File: src/padop_pkg.sv
package padop_pkg;
  // ************************************************************
  // widths
  // ************************************************************
  localparam int DATA_W = 16;
  localparam int IN_W   = 17;
  localparam int DIFF_W = 18;

  // ************************************************************
  // codes
  // ************************************************************
  localparam logic [DATA_W-1:0] POS_FS_CODE = 16'h7FFF;
  localparam logic [DATA_W-1:0] NEG_FS_CODE = 16'h8000;
  localparam logic [DATA_W-1:0] MID_CODE    = 16'h0000;
  localparam logic [DATA_W-1:0] DATA_RST    = 16'h0000;

  // ************************************************************
  // timing
  // ************************************************************
  localparam int CLK_PERIOD_NS = 10;
  localparam int LATENCY_CYC   = 13;
  localparam int SETTLE_CYC    = 13;
  localparam logic [3:0] SETTLE_LAST = 4'hD;
endpackage

File: src/padop_buf2.sv
`timescale 1ns/1ps
module padop_buf2
  import padop_pkg::*;
(
  input  wire logic              clk,
  input  wire logic              resetn,
  input  wire logic [DATA_W-1:0] in_data,
  input  wire logic              in_valid,
  output logic                   in_ready,
  output logic      [DATA_W-1:0] out_data,
  output logic                   out_valid,
  input  wire logic              out_ready
);
  logic [DATA_W-1:0] mem_reg [0:1];
  logic              rd_ptr_reg;
  logic              wr_ptr_reg;
  logic [1:0]        count_reg;
  logic              push;
  logic              pop;

  assign in_ready  = (count_reg != 2'h2);
  assign out_valid = (count_reg != 2'h0);
  assign out_data  = mem_reg[rd_ptr_reg];
  assign push      = in_valid && in_ready;
  assign pop       = out_valid && out_ready;

  always_ff @(posedge clk or negedge resetn) begin
    if (!resetn) begin
      mem_reg[0] <= DATA_RST;
      mem_reg[1] <= DATA_RST;
    end else if (push) begin
      mem_reg[wr_ptr_reg] <= in_data;
    end
  end

  always_ff @(posedge clk or negedge resetn) begin
    if (!resetn) begin
      wr_ptr_reg <= 1'b0;
      rd_ptr_reg <= 1'b0;
    end else begin
      if (push) begin
        wr_ptr_reg <= !wr_ptr_reg;
      end
      if (pop) begin
        rd_ptr_reg <= !rd_ptr_reg;
      end
    end
  end

  always_ff @(posedge clk or negedge resetn) begin
    if (!resetn) begin
      count_reg <= 2'h0;
    end else if (push && !pop) begin
      count_reg <= count_reg + 2'h1;
    end else if (pop && !push) begin
      count_reg <= count_reg - 2'h1;
    end
  end
endmodule

File: src/padop_core.sv
// Function
// - each result is a 16-bit signed word, a sign bit plus fifteen two's-complement value bits.
// - below negative full scale the output is the negative full-scale code.
// - above positive full scale the output is the positive full-scale code.
// - one new output word every conversion clock cycle.
// - the input is sampled on the falling clock edge.
// - a result appears on the thirteenth rising clock edge after its falling sampling edge.
// - during reset or calibration the data outputs are not results.
// - sign bit low for positive difference, high for negative difference.
// - zero difference converts to the all-zero mid-scale word.
// - output words are two's complement.
// - conversion-valid output is low while valid data is on the lines.
// - data drivers enabled while read strobe low, released while high.
// - outputs stay irrelevant for fourteen cycles after reset or calibration.
`timescale 1ns/1ps
module padop_core
  import padop_pkg::*;
(
  input  wire logic              clk,
  input  wire logic              resetn,
  input  wire logic              cal,
  input  wire logic [IN_W-1:0]   analog_in_pos,
  input  wire logic [IN_W-1:0]   analog_in_neg,
  input  wire logic              rd_n,
  output logic      [DATA_W-1:0] result_bus_o,
  output logic                   result_bus_oe,
  output logic                   eoc_n,
  output logic      [DATA_W-1:0] stream_data,
  output logic                   stream_valid,
  input  wire logic              stream_ready,
  output logic                   overflow
);
  // ************************************************************
  // sampling and saturation
  // ************************************************************
  logic signed [DIFF_W-1:0] diff;
  logic        [DATA_W-1:0] sat_code;
  logic        [DATA_W-1:0] samp_reg;
  logic        [DATA_W-1:0] pipe_reg [0:LATENCY_CYC-1];
  logic        [3:0]        settle_reg;
  logic                     eoc_n_reg;
  logic                     buf_in_ready;

  assign diff = DIFF_W'($signed(analog_in_pos)) - DIFF_W'($signed(analog_in_neg));

  always_comb begin
    if (diff > DIFF_W'($signed(POS_FS_CODE))) begin
      sat_code = POS_FS_CODE;
    end else if (diff < DIFF_W'($signed(NEG_FS_CODE))) begin
      sat_code = NEG_FS_CODE;
    end else begin
      sat_code = diff[DATA_W-1:0];
    end
  end

  always_ff @(negedge clk or negedge resetn) begin
    if (!resetn) begin
      samp_reg <= DATA_RST;
    end else begin
      samp_reg <= sat_code;
    end
  end

  // ************************************************************
  // pipeline
  // ************************************************************
  genvar g;
  generate
    for (g = 0; g < LATENCY_CYC; g++) begin : g_pipe
      always_ff @(posedge clk or negedge resetn) begin
        if (!resetn) begin
          pipe_reg[g] <= DATA_RST;
        end else if (g == 0) begin
          pipe_reg[g] <= samp_reg;
        end else begin
          pipe_reg[g] <= pipe_reg[(g == 0) ? 0 : g-1];
        end
      end
    end
  endgenerate

  assign result_bus_o  = pipe_reg[LATENCY_CYC-1];
  assign result_bus_oe = !rd_n;

  // ************************************************************
  // valid tracking
  // ************************************************************
  always_ff @(posedge clk or negedge resetn) begin
    if (!resetn) begin
      settle_reg <= 4'h0;
    end else if (cal) begin
      settle_reg <= 4'h0;
    end else if (settle_reg != SETTLE_LAST) begin
      settle_reg <= settle_reg + 4'h1;
    end
  end

  always_ff @(posedge clk or negedge resetn) begin
    if (!resetn) begin
      eoc_n_reg <= 1'b1;
    end else begin
      eoc_n_reg <= !((settle_reg == SETTLE_LAST) && !cal);
    end
  end

  assign eoc_n = eoc_n_reg;

  // ************************************************************
  // output buffer
  // ************************************************************
  padop_buf2 u_buf (
    .clk       (clk),
    .resetn    (resetn),
    .in_data   (result_bus_o),
    .in_valid  (!eoc_n_reg),
    .in_ready  (buf_in_ready),
    .out_data  (stream_data),
    .out_valid (stream_valid),
    .out_ready (stream_ready)
  );

  assign overflow = !eoc_n_reg && !buf_in_ready;

  // ************************************************************
  // settle watch
  // ************************************************************
  // edges since reset or calibration ended, saturating
  logic [3:0] quiet_cnt_reg;

  always_ff @(posedge clk or negedge resetn) begin
    if (!resetn) begin
      quiet_cnt_reg <= 4'h0;
    end else if (cal) begin
      quiet_cnt_reg <= 4'h0;
    end else if (quiet_cnt_reg != SETTLE_LAST) begin
      quiet_cnt_reg <= quiet_cnt_reg + 4'h1;
    end
  end

  // ************************************************************
  // checks
  // ************************************************************
  property p_oe;
    @(posedge clk) disable iff (!resetn) result_bus_oe == !rd_n;
  endproperty
  a_oe: assert property (p_oe) else $error("drive enable not following read strobe");

  property p_latency;
    @(posedge clk) disable iff (!resetn)
      !eoc_n |-> (result_bus_o == $past(samp_reg, LATENCY_CYC));
  endproperty
  a_latency: assert property (p_latency) else $error("result latency wrong");

  property p_neg_sat;
    @(negedge clk) disable iff (!resetn)
      (diff < -18'sd32768) |=> (samp_reg == 16'h8000);
  endproperty
  a_neg_sat: assert property (p_neg_sat) else $error("negative saturation wrong");

  property p_pos_sat;
    @(negedge clk) disable iff (!resetn)
      (diff > 18'sd32767) |=> (samp_reg == 16'h7FFF);
  endproperty
  a_pos_sat: assert property (p_pos_sat) else $error("positive saturation wrong");

  property p_mid;
    @(negedge clk) disable iff (!resetn) (diff == 18'sd0) |=> (samp_reg == 16'h0000);
  endproperty
  a_mid: assert property (p_mid) else $error("zero input not mid code");

  property p_sign;
    @(negedge clk) disable iff (!resetn)
      (diff != 18'sd0) |=> (samp_reg[15] == $past(diff[17]));
  endproperty
  a_sign: assert property (p_sign) else $error("sign bit wrong");

  property p_settle;
    @(posedge clk) disable iff (!resetn) $fell(cal) |-> eoc_n[*8];
  endproperty
  a_settle: assert property (p_settle) else $error("valid too soon after calibration");

  property p_valid;
    @(posedge clk) disable iff (!resetn)
      (settle_reg == SETTLE_LAST && !cal) |=> !eoc_n;
  endproperty
  a_valid: assert property (p_valid) else $error("valid not shown after settle");

  property p_cal_invalid;
    @(posedge clk) disable iff (!resetn) cal |=> eoc_n;
  endproperty
  a_cal_invalid: assert property (p_cal_invalid) else $error("valid during calibration");

  property p_quiet;
    @(posedge clk) disable iff (!resetn) (quiet_cnt_reg != SETTLE_LAST) |=> eoc_n;
  endproperty
  a_quiet: assert property (p_quiet) else $error("valid during settle time");

  // ************************************************************
  // stream checks
  // ************************************************************
  property p_stream_hold;
    @(posedge clk) disable iff (!resetn)
      (stream_valid && !stream_ready) |=> (stream_valid && $stable(stream_data));
  endproperty
  a_stream_hold: assert property (p_stream_hold) else $error("head moved in stall");

  property p_word_step;
    @(posedge clk) disable iff (!resetn) !eoc_n |=> stream_valid;
  endproperty
  a_word_step: assert property (p_word_step) else $error("valid word not buffered");

  property p_ovf_stall;
    @(posedge clk) disable iff (!resetn) overflow |-> $past(!stream_ready);
  endproperty
  a_ovf_stall: assert property (p_ovf_stall) else $error("drop without stall");
endmodule

File: config.mk
export PLATFORM = sky130hd
export DESIGN_NAME = padop_core
export DESIGN_NICKNAME = d
export VERILOG_FILES = /design/src/padop_pkg.sv /design/src/padop_buf2.sv /design/src/padop_core.sv
export SDC_FILE = /design/constraint.sdc
export NUM_CORES = 1
export LEC_CHECK = 0
export BUFFER_PORTS_ARGS = -buffer_cell sky130_fd_sc_hd__buf_4
export CAP_MARGIN = 25
export CELL_PAD_IN_SITES_DETAIL_PLACEMENT = 0
export CELL_PAD_IN_SITES_GLOBAL_PLACEMENT = 1
export CORE_ASPECT_RATIO = 0.8
export CORE_UTILIZATION = 47
export CTS_BUF_LIST = sky130_fd_sc_hd__clkbuf_4
export DETAILED_ROUTE_END_ITERATION = 8
export HOLD_SLACK_MARGIN = 0.1
export PLACE_DENSITY = 0.87
export SLEW_MARGIN = 10
export SYNTH_ARGS = -nofsm -noshare
export SYNTH_HDL_FRONTEND = slang
export SYNTH_HIERARCHICAL = 1
export SYNTH_SLANG_ARGS = --single-unit
File: constraint.sdc
create_clock -name clk -period 1.5 [get_ports clk]
set_input_delay 0.3 -clock clk [delete_from_list [all_inputs] [get_ports clk]]
set_output_delay 0.3 -clock clk [all_outputs]
set_load 0.005 [all_outputs]
Word-level counts from Yosys, hierarchy flattened
Cells that the tools add are included.

Add/subtract/negate cells: 4. $lt $le $gt $ge: 5. Equality and inequality tests: 3. Mux-type cells: 12. Bitwise operators: 2. Reductions and logical operators: 19.

Operators with widths (number): $mux 16 (6); $bwmux 32 (1); $gt 18x16->1 const B (1); $lt 18x16->1 const B (1); $sub 17x17->18 (1); $demux 16 s1 (1); $logic_not 1->1 (9); $mux 4 (2); $logic_and 1x1->1 (7); $reduce_bool 2->1 (3); $add 4x1->4 const B (1); $eq 4x4->1 const B (1); $ge 2x2->1 const B (2); $mux 2 (2); $ne 4x4->1 const B (1); $not 1->2 (2); $add 2x1->2 const B (1); $lt 2x1->1 const B (1); $ne 2x2->1 const B (1); $sub 2x1->2 const B (1).

Register bits: 265. Input port bits: 39. Output and inout bits: 36. Word-level logic and storage cells: 66.

Logic depth before layout (Yosys ltp)
Gate-level depths: netlist of run 1.

Word-level depth: 6. Depth in mapped cells: 12. Gate-level depth less buffers: 12.

By module
Netlist of run 1, hierarchy kept.

By module, submodules not included: padop_core (times used 1, cells each 437, area each 7153.1 um2, sequential area each 5731.7 um2); padop_buf2 (times used 1, cells each 103, area each 1695.4 um2, sequential area each 900.9 um2).

==> flow_summary.json, run 1 <==
{
  "status": "complete, but fails checks",
  "violations": "setup timing",
  "largest_reg_flops": 192,
  "vias": 4726,
  "start_util_pct": 48.41,
  "gp_congestion": 0.8824,
  "numCtsBuffers": 59,
  "cts_tree": "built",
  "hold_viol": 0,
  "n_antenna_cell": 0,
  "dieWidth_um": 155.4,
  "drc": 0,
  "hold_class": "in2async",
  "yosys_warnings": 6,
  "boundaryPins": 75,
  "avgSynthCellArea_um2": 16.39,
  "ant_nets": 0,
  "power.internal_w": 0.01297,
  "swShare_pct": 24.17,
  "die_area_um2": 19380,
  "drt-initial-drc-count": 145,
  "fp.coreArea_um2": 18280,
  "critPathKind": "in2reg",
  "ys_seq_elements": 265,
  "slew_violations": 0,
  "clock-sinks": 265,
  "die_h_um": 124.7,
  "cp.buffers_inverters": 4,
  "synth_edf_count": 0,
  "critPathRequiredTime_ns": 1.14,
  "maxCapViolCount": 0,
  "power_density_nw_per_um2": 1488,
  "synthCells": 540,
  "ys_seq_area_share_pct": 74.96,
  "worst_slack_ns": -1.274,
  "worstSetupStartpointType": "input pin",
  "syn-cell-area_um2": 8848,
  "area.growth.synth_to_final_pct": 29.91,
  "multi_input_area_um2": 2190,
  "grt_pass1_vias": 5232,
  "clock_skew_ns": 0.04715,
  "cp.depth": 14,
  "synth_fp_nets": 600,
  "drive_gt1_share_pct": 44.27,
  "htree_levels": 2,
  "clkTransAtPathRegs_ns": 0.06,
  "switchingPower_w": 0.004133,
  "yosysUniqueCellTypes": 55,
  "antenna_found_initial": 0,
  "drt-pass1-iter-count": 4,
  "max_stage_delay_ns": 0.36,
  "slew_headroom_pct": 67.13,
  "viasPerCell": 4.549,
  "crit_family": "compound AO/OA/AOI/OAI gates",
  "async_flop_share_pct": 100.0,
  "numPortBuffers": 74,
  "fillers": 1286,
  "post_drt_wl_per_cell_um": 14.30,
  "crit_fanout": 3,
  "final_cells": 1039,
  "grt_pass1_wl_um": 24340,
  "crit_top_cell": "nor3_2",
  "fin_util_pct": 62.89,
  "clock_latency_ns": 0.60,
  "finalSetupViolCount": 67,
  "cp_data_arrival_time_ns": 2.42,
  "peakVddDrop_v": 0.0009737,
  "grt_max_degree": 90,
  "clockBufferDepth": 3,
  "r2r_cells": 7,
  "critPathSlowestCell": "fa_2",
  "register_area_um2": 6634,
  "grt_usage_pct": 15.81,
  "fin_nets": 803,
  "worstMarginPinSlew_ns": 0.4880,
  "cp_cell_sequence": "buf_8 -> inv_12 -> ha_4 -> inv_2 -> fa_2 -> a211oi_4 -> nor3_4 -> nor3_2 -> buf_4 -> o21bai_1 -> a21o_1 -> xnor2_2 -> nor3_2 -> a21oi_2",
  "critPathCaptureType": "flip-flop",
  "combPwrFrac_pct": 14.5,
  "routed_wirelength_um": 14860,
  "dp.cells": 905,
  "p_seq_share_pct": 54.5,
  "pwr-share-clk_pct": 31.0,
  "dp.final_hpwl_um": 9110,
  "ys.flop_type": "dfrtp_1",
  "rsz0062_at_grt": "true",
  "overflow": 0,
  "rows": 44,
  "leakage_nw": 5.365,
  "root_buffer": "clkbuf_4"
}
## metal layers
metal,track usage [%],part of all wire (%),vias up
met5,0,0,-
met4,5.652,1.2,0
met3,3.340,4.1,16
met2,28.62,54,127
met1,18.44,41,2347
li1,-,-,2236
## metrics by stage
stage / worst slack (ns) / area, µm² / total power [W] / TNS, ns / hold slack [ns]
floorplan: -1.550 / 8889 / 0.01019 / -23.96 / 0.004409
global placement: -1.835 / 10090 / 0.01096 / -28.53 / 0.1485
detailed placement: -1.930 / 10090 / 0.01119 / -30.02 / 0.1543
CTS: -1.101 / 11220 / 0.01702 / -26.89 / 0.1274
global route: -1.277 / 11490 / 0.01804 / -31.14 / 0.1356
finish: -1.274 / 11490 / 0.01710 / -26.61 / 0.2036
## final timing paths
check,from,endpoint,slack [ns]
worst min-delay path,resetn,pipe_reg[194]$_DFF_PN0_,0.20
min in group clk,pipe_reg[67]$_DFF_PN0_,pipe_reg[51]$_DFF_PN0_,0.34
worst max-delay path,analog_in_pos[0],samp_reg[10]$_DFF_NN0_,-1.27
max in group asynchronous,resetn,samp_reg[11]$_DFF_NN0_,0.41
worst max register to register,eoc_n$_DFF_PN1_,u_buf/count_reg[1]$_DFFE_PN0P_,-0.12
worst min register to register,pipe_reg[67]$_DFF_PN0_,pipe_reg[51]$_DFF_PN0_,0.34
## cell usage after synthesis (2+ instances only)
| library cell | n | share of area [%] |
|---|---|---|
| dfrtp_1 | 248 | 70 |
| mux2_2 | 29 | 3.7 |
| a21oi_1 | 27 | 1.5 |
| inv_1 | 26 | 1.1 |
| ha_1 | 20 | 2.8 |
| mux2_4 | 20 | 3.4 |
| buf_4 | 16 | 1.4 |
| dfrtn_1 | 16 | 4.5 |
| o21ai_0 | 16 | 0.91 |
| nand2_1 | 15 | 0.64 |
| nor2_1 | 12 | 0.51 |
| xnor2_1 | 10 | 0.99 |
| xor2_1 | 9 | 0.89 |
| nand2b_1 | 6 | 0.42 |
| nand3_1 | 6 | 0.34 |
| a21o_1 | 5 | 0.42 |
| nor3_1 | 5 | 0.28 |
| o211ai_1 | 4 | 0.34 |
| buf_2 | 3 | 0.17 |
| o21ai_1 | 3 | 0.17 |
| o21bai_1 | 3 | 0.25 |
| or2_2 | 3 | 0.21 |
| a21oi_2 | 2 | 0.20 |
| a31oi_1 | 2 | 0.14 |
| buf_12 | 2 | 0.45 |
| buf_6 | 2 | 0.25 |
| nor2b_1 | 2 | 0.14 |
## cell families (layout without fill, tap and decap cells)
family,after synthesis,after routing,synth area share (%)
muxes,49,49,7.084
xor gates and xnor gates,19,19,1.881
adders and majority gates,21,21,3.054
DFF,265,265,74.96
AOI/OAI and AO/OA,77,77,6.081
and+or+nand+nor,60,60,3.606
buffers and inverters,49,295,3.337
## repair_timing
| item | CTS | global route |
|---|---|---|
| hold endpoints to repair | 254 | 0 |
| cloned | 3 | 0 |
| gates resized for setup | 51 | 42 |
| pin swaps | 13 | 11 |
| hold buffers | 3 | 0 |
| setup endpoints to repair | 45 | 82 |
| buffers inserted | 9 | 17 |
## power by group through the flow
stage	Combinational (W)	Clock (W)	Sequential, W
6_report	0.00248	0.00529	0.00933
4_1_cts	0.00221	0.00545	0.00937
3_3_place_gp	0.00166	0	0.00930
3_5_place_dp	0.00171	0	0.00948
5_1_grt	0.00267	0.00590	0.00948
2_1_floorplan	0.000997	0	0.00919
## placed cells by master, fill, tap and decap left out, types with 4 or more instances in the layout
| master | instances |
|---|---|
| dfrtp_1 | 247 |
| buf_4 | 122 |
| clkbuf_4 | 88 |
| mux2_4 | 45 |
| buf_6 | 29 |
| inv_1 | 23 |
| a21oi_1 | 22 |
| ha_1 | 16 |
| dfrtn_1 | 16 |
| clkinv_1 | 15 |
| o21ai_0 | 14 |
| nand2_1 | 12 |
| nor2_1 | 10 |
| xnor2_1 | 9 |
| a21oi_2 | 7 |
| xor2_1 | 7 |
| buf_12 | 7 |
| nand3_1 | 6 |
| nand2b_1 | 5 |
| a21o_1 | 5 |
| o21ai_1 | 5 |
| o211ai_1 | 4 |
| mux2_2 | 4 |
| ha_4 | 4 |
## layout make-up
class,count,share of cell area (%)
multi-input cells,226,19.05
repair buffers,165,13.03
well taps,253,2.754
clock inverters,16,0.7511
clock buffers,88,5.747
inverters,26,0.9579
flip-flops and latches,265,57.71
Power figures use the tool's default switching activity.
==> inputs of run 2 (changes only) <==
Settings changed: CORE_ASPECT_RATIO 0.8 to default, MAX_ROUTING_LAYER from default to met4.
==> run 2 against run 1 <==
Effect of this change: the run ends with DRC, setup timing left; sequential cell count stayed put; first-iteration DRC count up 28%; cell count fell by 2.3%; critical path depth fell by 1; clock power is 8.3% lower; worst hold slack got worse by 0.024 ns; worst setup slack better by 0.024 ns; critical path type unchanged; largest cell class unchanged; highest routed layer unchanged.
==> flow_summary.json, run 2 (synthesis results as in run 1) <==
{
  "status": "complete, but fails checks",
  "violations": "DRC, setup timing",
  "critPathKind": "in2reg",
  "crit_top_cell": "nand2_2",
  "grt_pass1_vias": 5255,
  "clock_skew_ns": 0.04435,
  "worstSetupStartpointType": "input pin",
  "power.internal_w": 0.01239,
  "critPathRequiredTime_ns": 1.14,
  "htree_levels": 2,
  "grt_usage_pct": 16.28,
  "p_seq_share_pct": 56.4,
  "layout_common_cells": "dfrtp_1, buf_4, clkbuf_4",
  "max_stage_delay_ns": 0.36,
  "drive_gt1_share_pct": 43.89,
  "final_common_cell": "dfrtp_1",
  "maxCapViolCount": 0,
  "hold_viol": 0,
  "fin_nets": 801,
  "swShare_pct": 25.07,
  "antenna_found_initial": 0,
  "area.growth.synth_to_final_pct": 29.44,
  "overflow": 0,
  "largest_reg_flops": 192,
  "rsz0062_at_grt": "true",
  "fp.coreArea_um2": 18210,
  "cp_data_arrival_time_ns": 2.39,
  "drt-initial-drc-count": 185,
  "fin_util_pct": 62.90,
  "use_met2_pct": 28.55,
  "finalSetupViolCount": 52,
  "ant_nets": 0,
  "clock_latency_ns": 0.60,
  "total_power_w": 0.01654,
  "gp_congestion": 0.8285,
  "dieWidth_um": 139.2,
  "switchingPower_w": 0.004146,
  "register_area_um2": 6634,
  "grt_max_degree": 126,
  "dp.final_hpwl_um": 9087,
  "met3_usage_pct": 2.822,
  "vias": 4775,
  "routed_wirelength_um": 15050,
  "n_antenna_cell": 0,
  "post_drt_wl_per_cell_um": 14.83,
  "numPortBuffers": 74,
  "cts_tree": "built",
  "clkTransAtPathRegs_ns": 0.06,
  "critPathCaptureType": "flip-flop",
  "worst_slack_ns": -1.250,
  "root_buffer": "clkbuf_4",
  "rows": 49,
  "clockBufferDepth": 3,
  "fillers": 1290,
  "worstMarginPinSlew_ns": 0.6616,
  "use_met1_pct": 18.16,
  "start_util_pct": 48.59,
  "numCtsBuffers": 57,
  "crit_fanout": 8,
  "drt-pass1-iter-count": 8,
  "die_h_um": 139.2,
  "hold_class": "in2async",
  "critPathSlowestCell": "fa_2",
  "top_usage_layer": "met2",
  "multi_input_area_um2": 2243,
  "peakVddDrop_v": 0.0006690,
  "die_area_um2": 19380,
  "cp_cell_sequence": "buf_8 -> inv_12 -> ha_4 -> inv_2 -> fa_2 -> a211oi_4 -> nor3_2 -> o311ai_2 -> a21oi_2 -> nand2_2 -> nand2_2 -> o21ai_4 -> a21oi_1",
  "slew_headroom_pct": 55.89,
  "leakage_nw": 5.327,
  "boundaryPins": 75,
  "power_density_nw_per_um2": 1444,
  "drc": 9,
  "grt_pass1_wl_um": 24530,
  "final_cells": 1015,
  "pwr-share-clk_pct": 29.3,
  "clock-sinks": 265,
  "combPwrFrac_pct": 14.3,
  "dp.cells": 881,
  "slew_violations": 0,
  "viasPerCell": 4.704
}
run 2: changes by cell type in the layout (fill, tap and decap cells not counted), moves of 3 or more:
cell | before | now
buf_6 | 29 | 41
inv_2 | 2 | 5
ha_1 | 16 | 13
buf_4 | 122 | 111
o21ai_0 | 14 | 11
clkinv_1 | 15 | 26
ha_4 | 4 | 7
clkbuf_4 | 88 | 75
run 2: stage by stage:
step	setup WS (ns)	instance area, µm²	TNS [ns]	hold slack, ns
finish	-1.250	11450	-26.90	0.1797
global route	-1.292	11450	-29.93	0.1855
CTS	-1.168	11140	-26.55	0.1558
detailed placement	-1.907	10060	-29.59	0.2106
global placement	-1.825	10060	-28.35	0.2011
floorplan	-1.550	8889	-23.96	0.004409
run 2: worst max-delay path, delay by kind of cell:
kind	cells	cell delay, ns
adders and majority gates	2	0.47
buffers and inverters	3	0.18
and+or+nand+nor	3	0.34
AOI/OAI and AO/OA	5	1.10
run 2: path summary, 6_finish.rpt:
check | startpoint | end | slack [ns] | cells past startpoint
max in group asynchronous | resetn | samp_reg[0]$_DFF_NN0_ | 0.33 | 2
max | analog_in_pos[0] | samp_reg[12]$_DFF_NN0_ | -1.25 | 13
min | resetn | pipe_reg[67]$_DFF_PN0_ | 0.18 | 2
min reg2reg | pipe_reg[166]$_DFF_PN0_ | pipe_reg[150]$_DFF_PN0_ | 0.32 | 0
min in group clk | pipe_reg[166]$_DFF_PN0_ | pipe_reg[150]$_DFF_PN0_ | 0.32 | 0
max reg2reg | u_buf/count_reg[0]$_DFFE_PN0P_ | u_buf/count_reg[1]$_DFFE_PN0P_ | -0.05 | 7
run 2: what timing repair did:
action                                  CTS  global route
gates cloned                              2             1
hold endpoints to repair                254             0
pin swaps                                34             9
hold buffers                              3             0
buffers inserted                         15            10
resized for setup                        54            61
endpoints found under the setup margin   44            62
run 2: cell type report:
| class | count | area share [%] |
|---|---|---|
| flip-flops and latches | 265 | 57.92 |
| multi-input cells | 227 | 19.59 |
| repair buffers | 164 | 13.14 |
| clock buffers | 75 | 4.916 |
| well taps | 229 | 2.502 |
| clock inverters | 29 | 0.9723 |
| inverters | 26 | 0.9613 |
run 2: power groups by stage:
stage	clock, W	sequential (W)	combinational (W)
2_1_floorplan	0	0.00919	0.000997
3_3_place_gp	0	0.00930	0.00167
3_5_place_dp	0	0.00948	0.00173
4_1_cts	0.00504	0.00935	0.00217
5_1_grt	0.00543	0.00949	0.00257
6_report	0.00485	0.00932	0.00237
run 2: per-layer routing:
layer  vias up  share of wire (%)
li1       2236                  -
met1      2375                 39
met2       129                 55
met3        35                3.7
met4         0                2.1
met5         -                  0
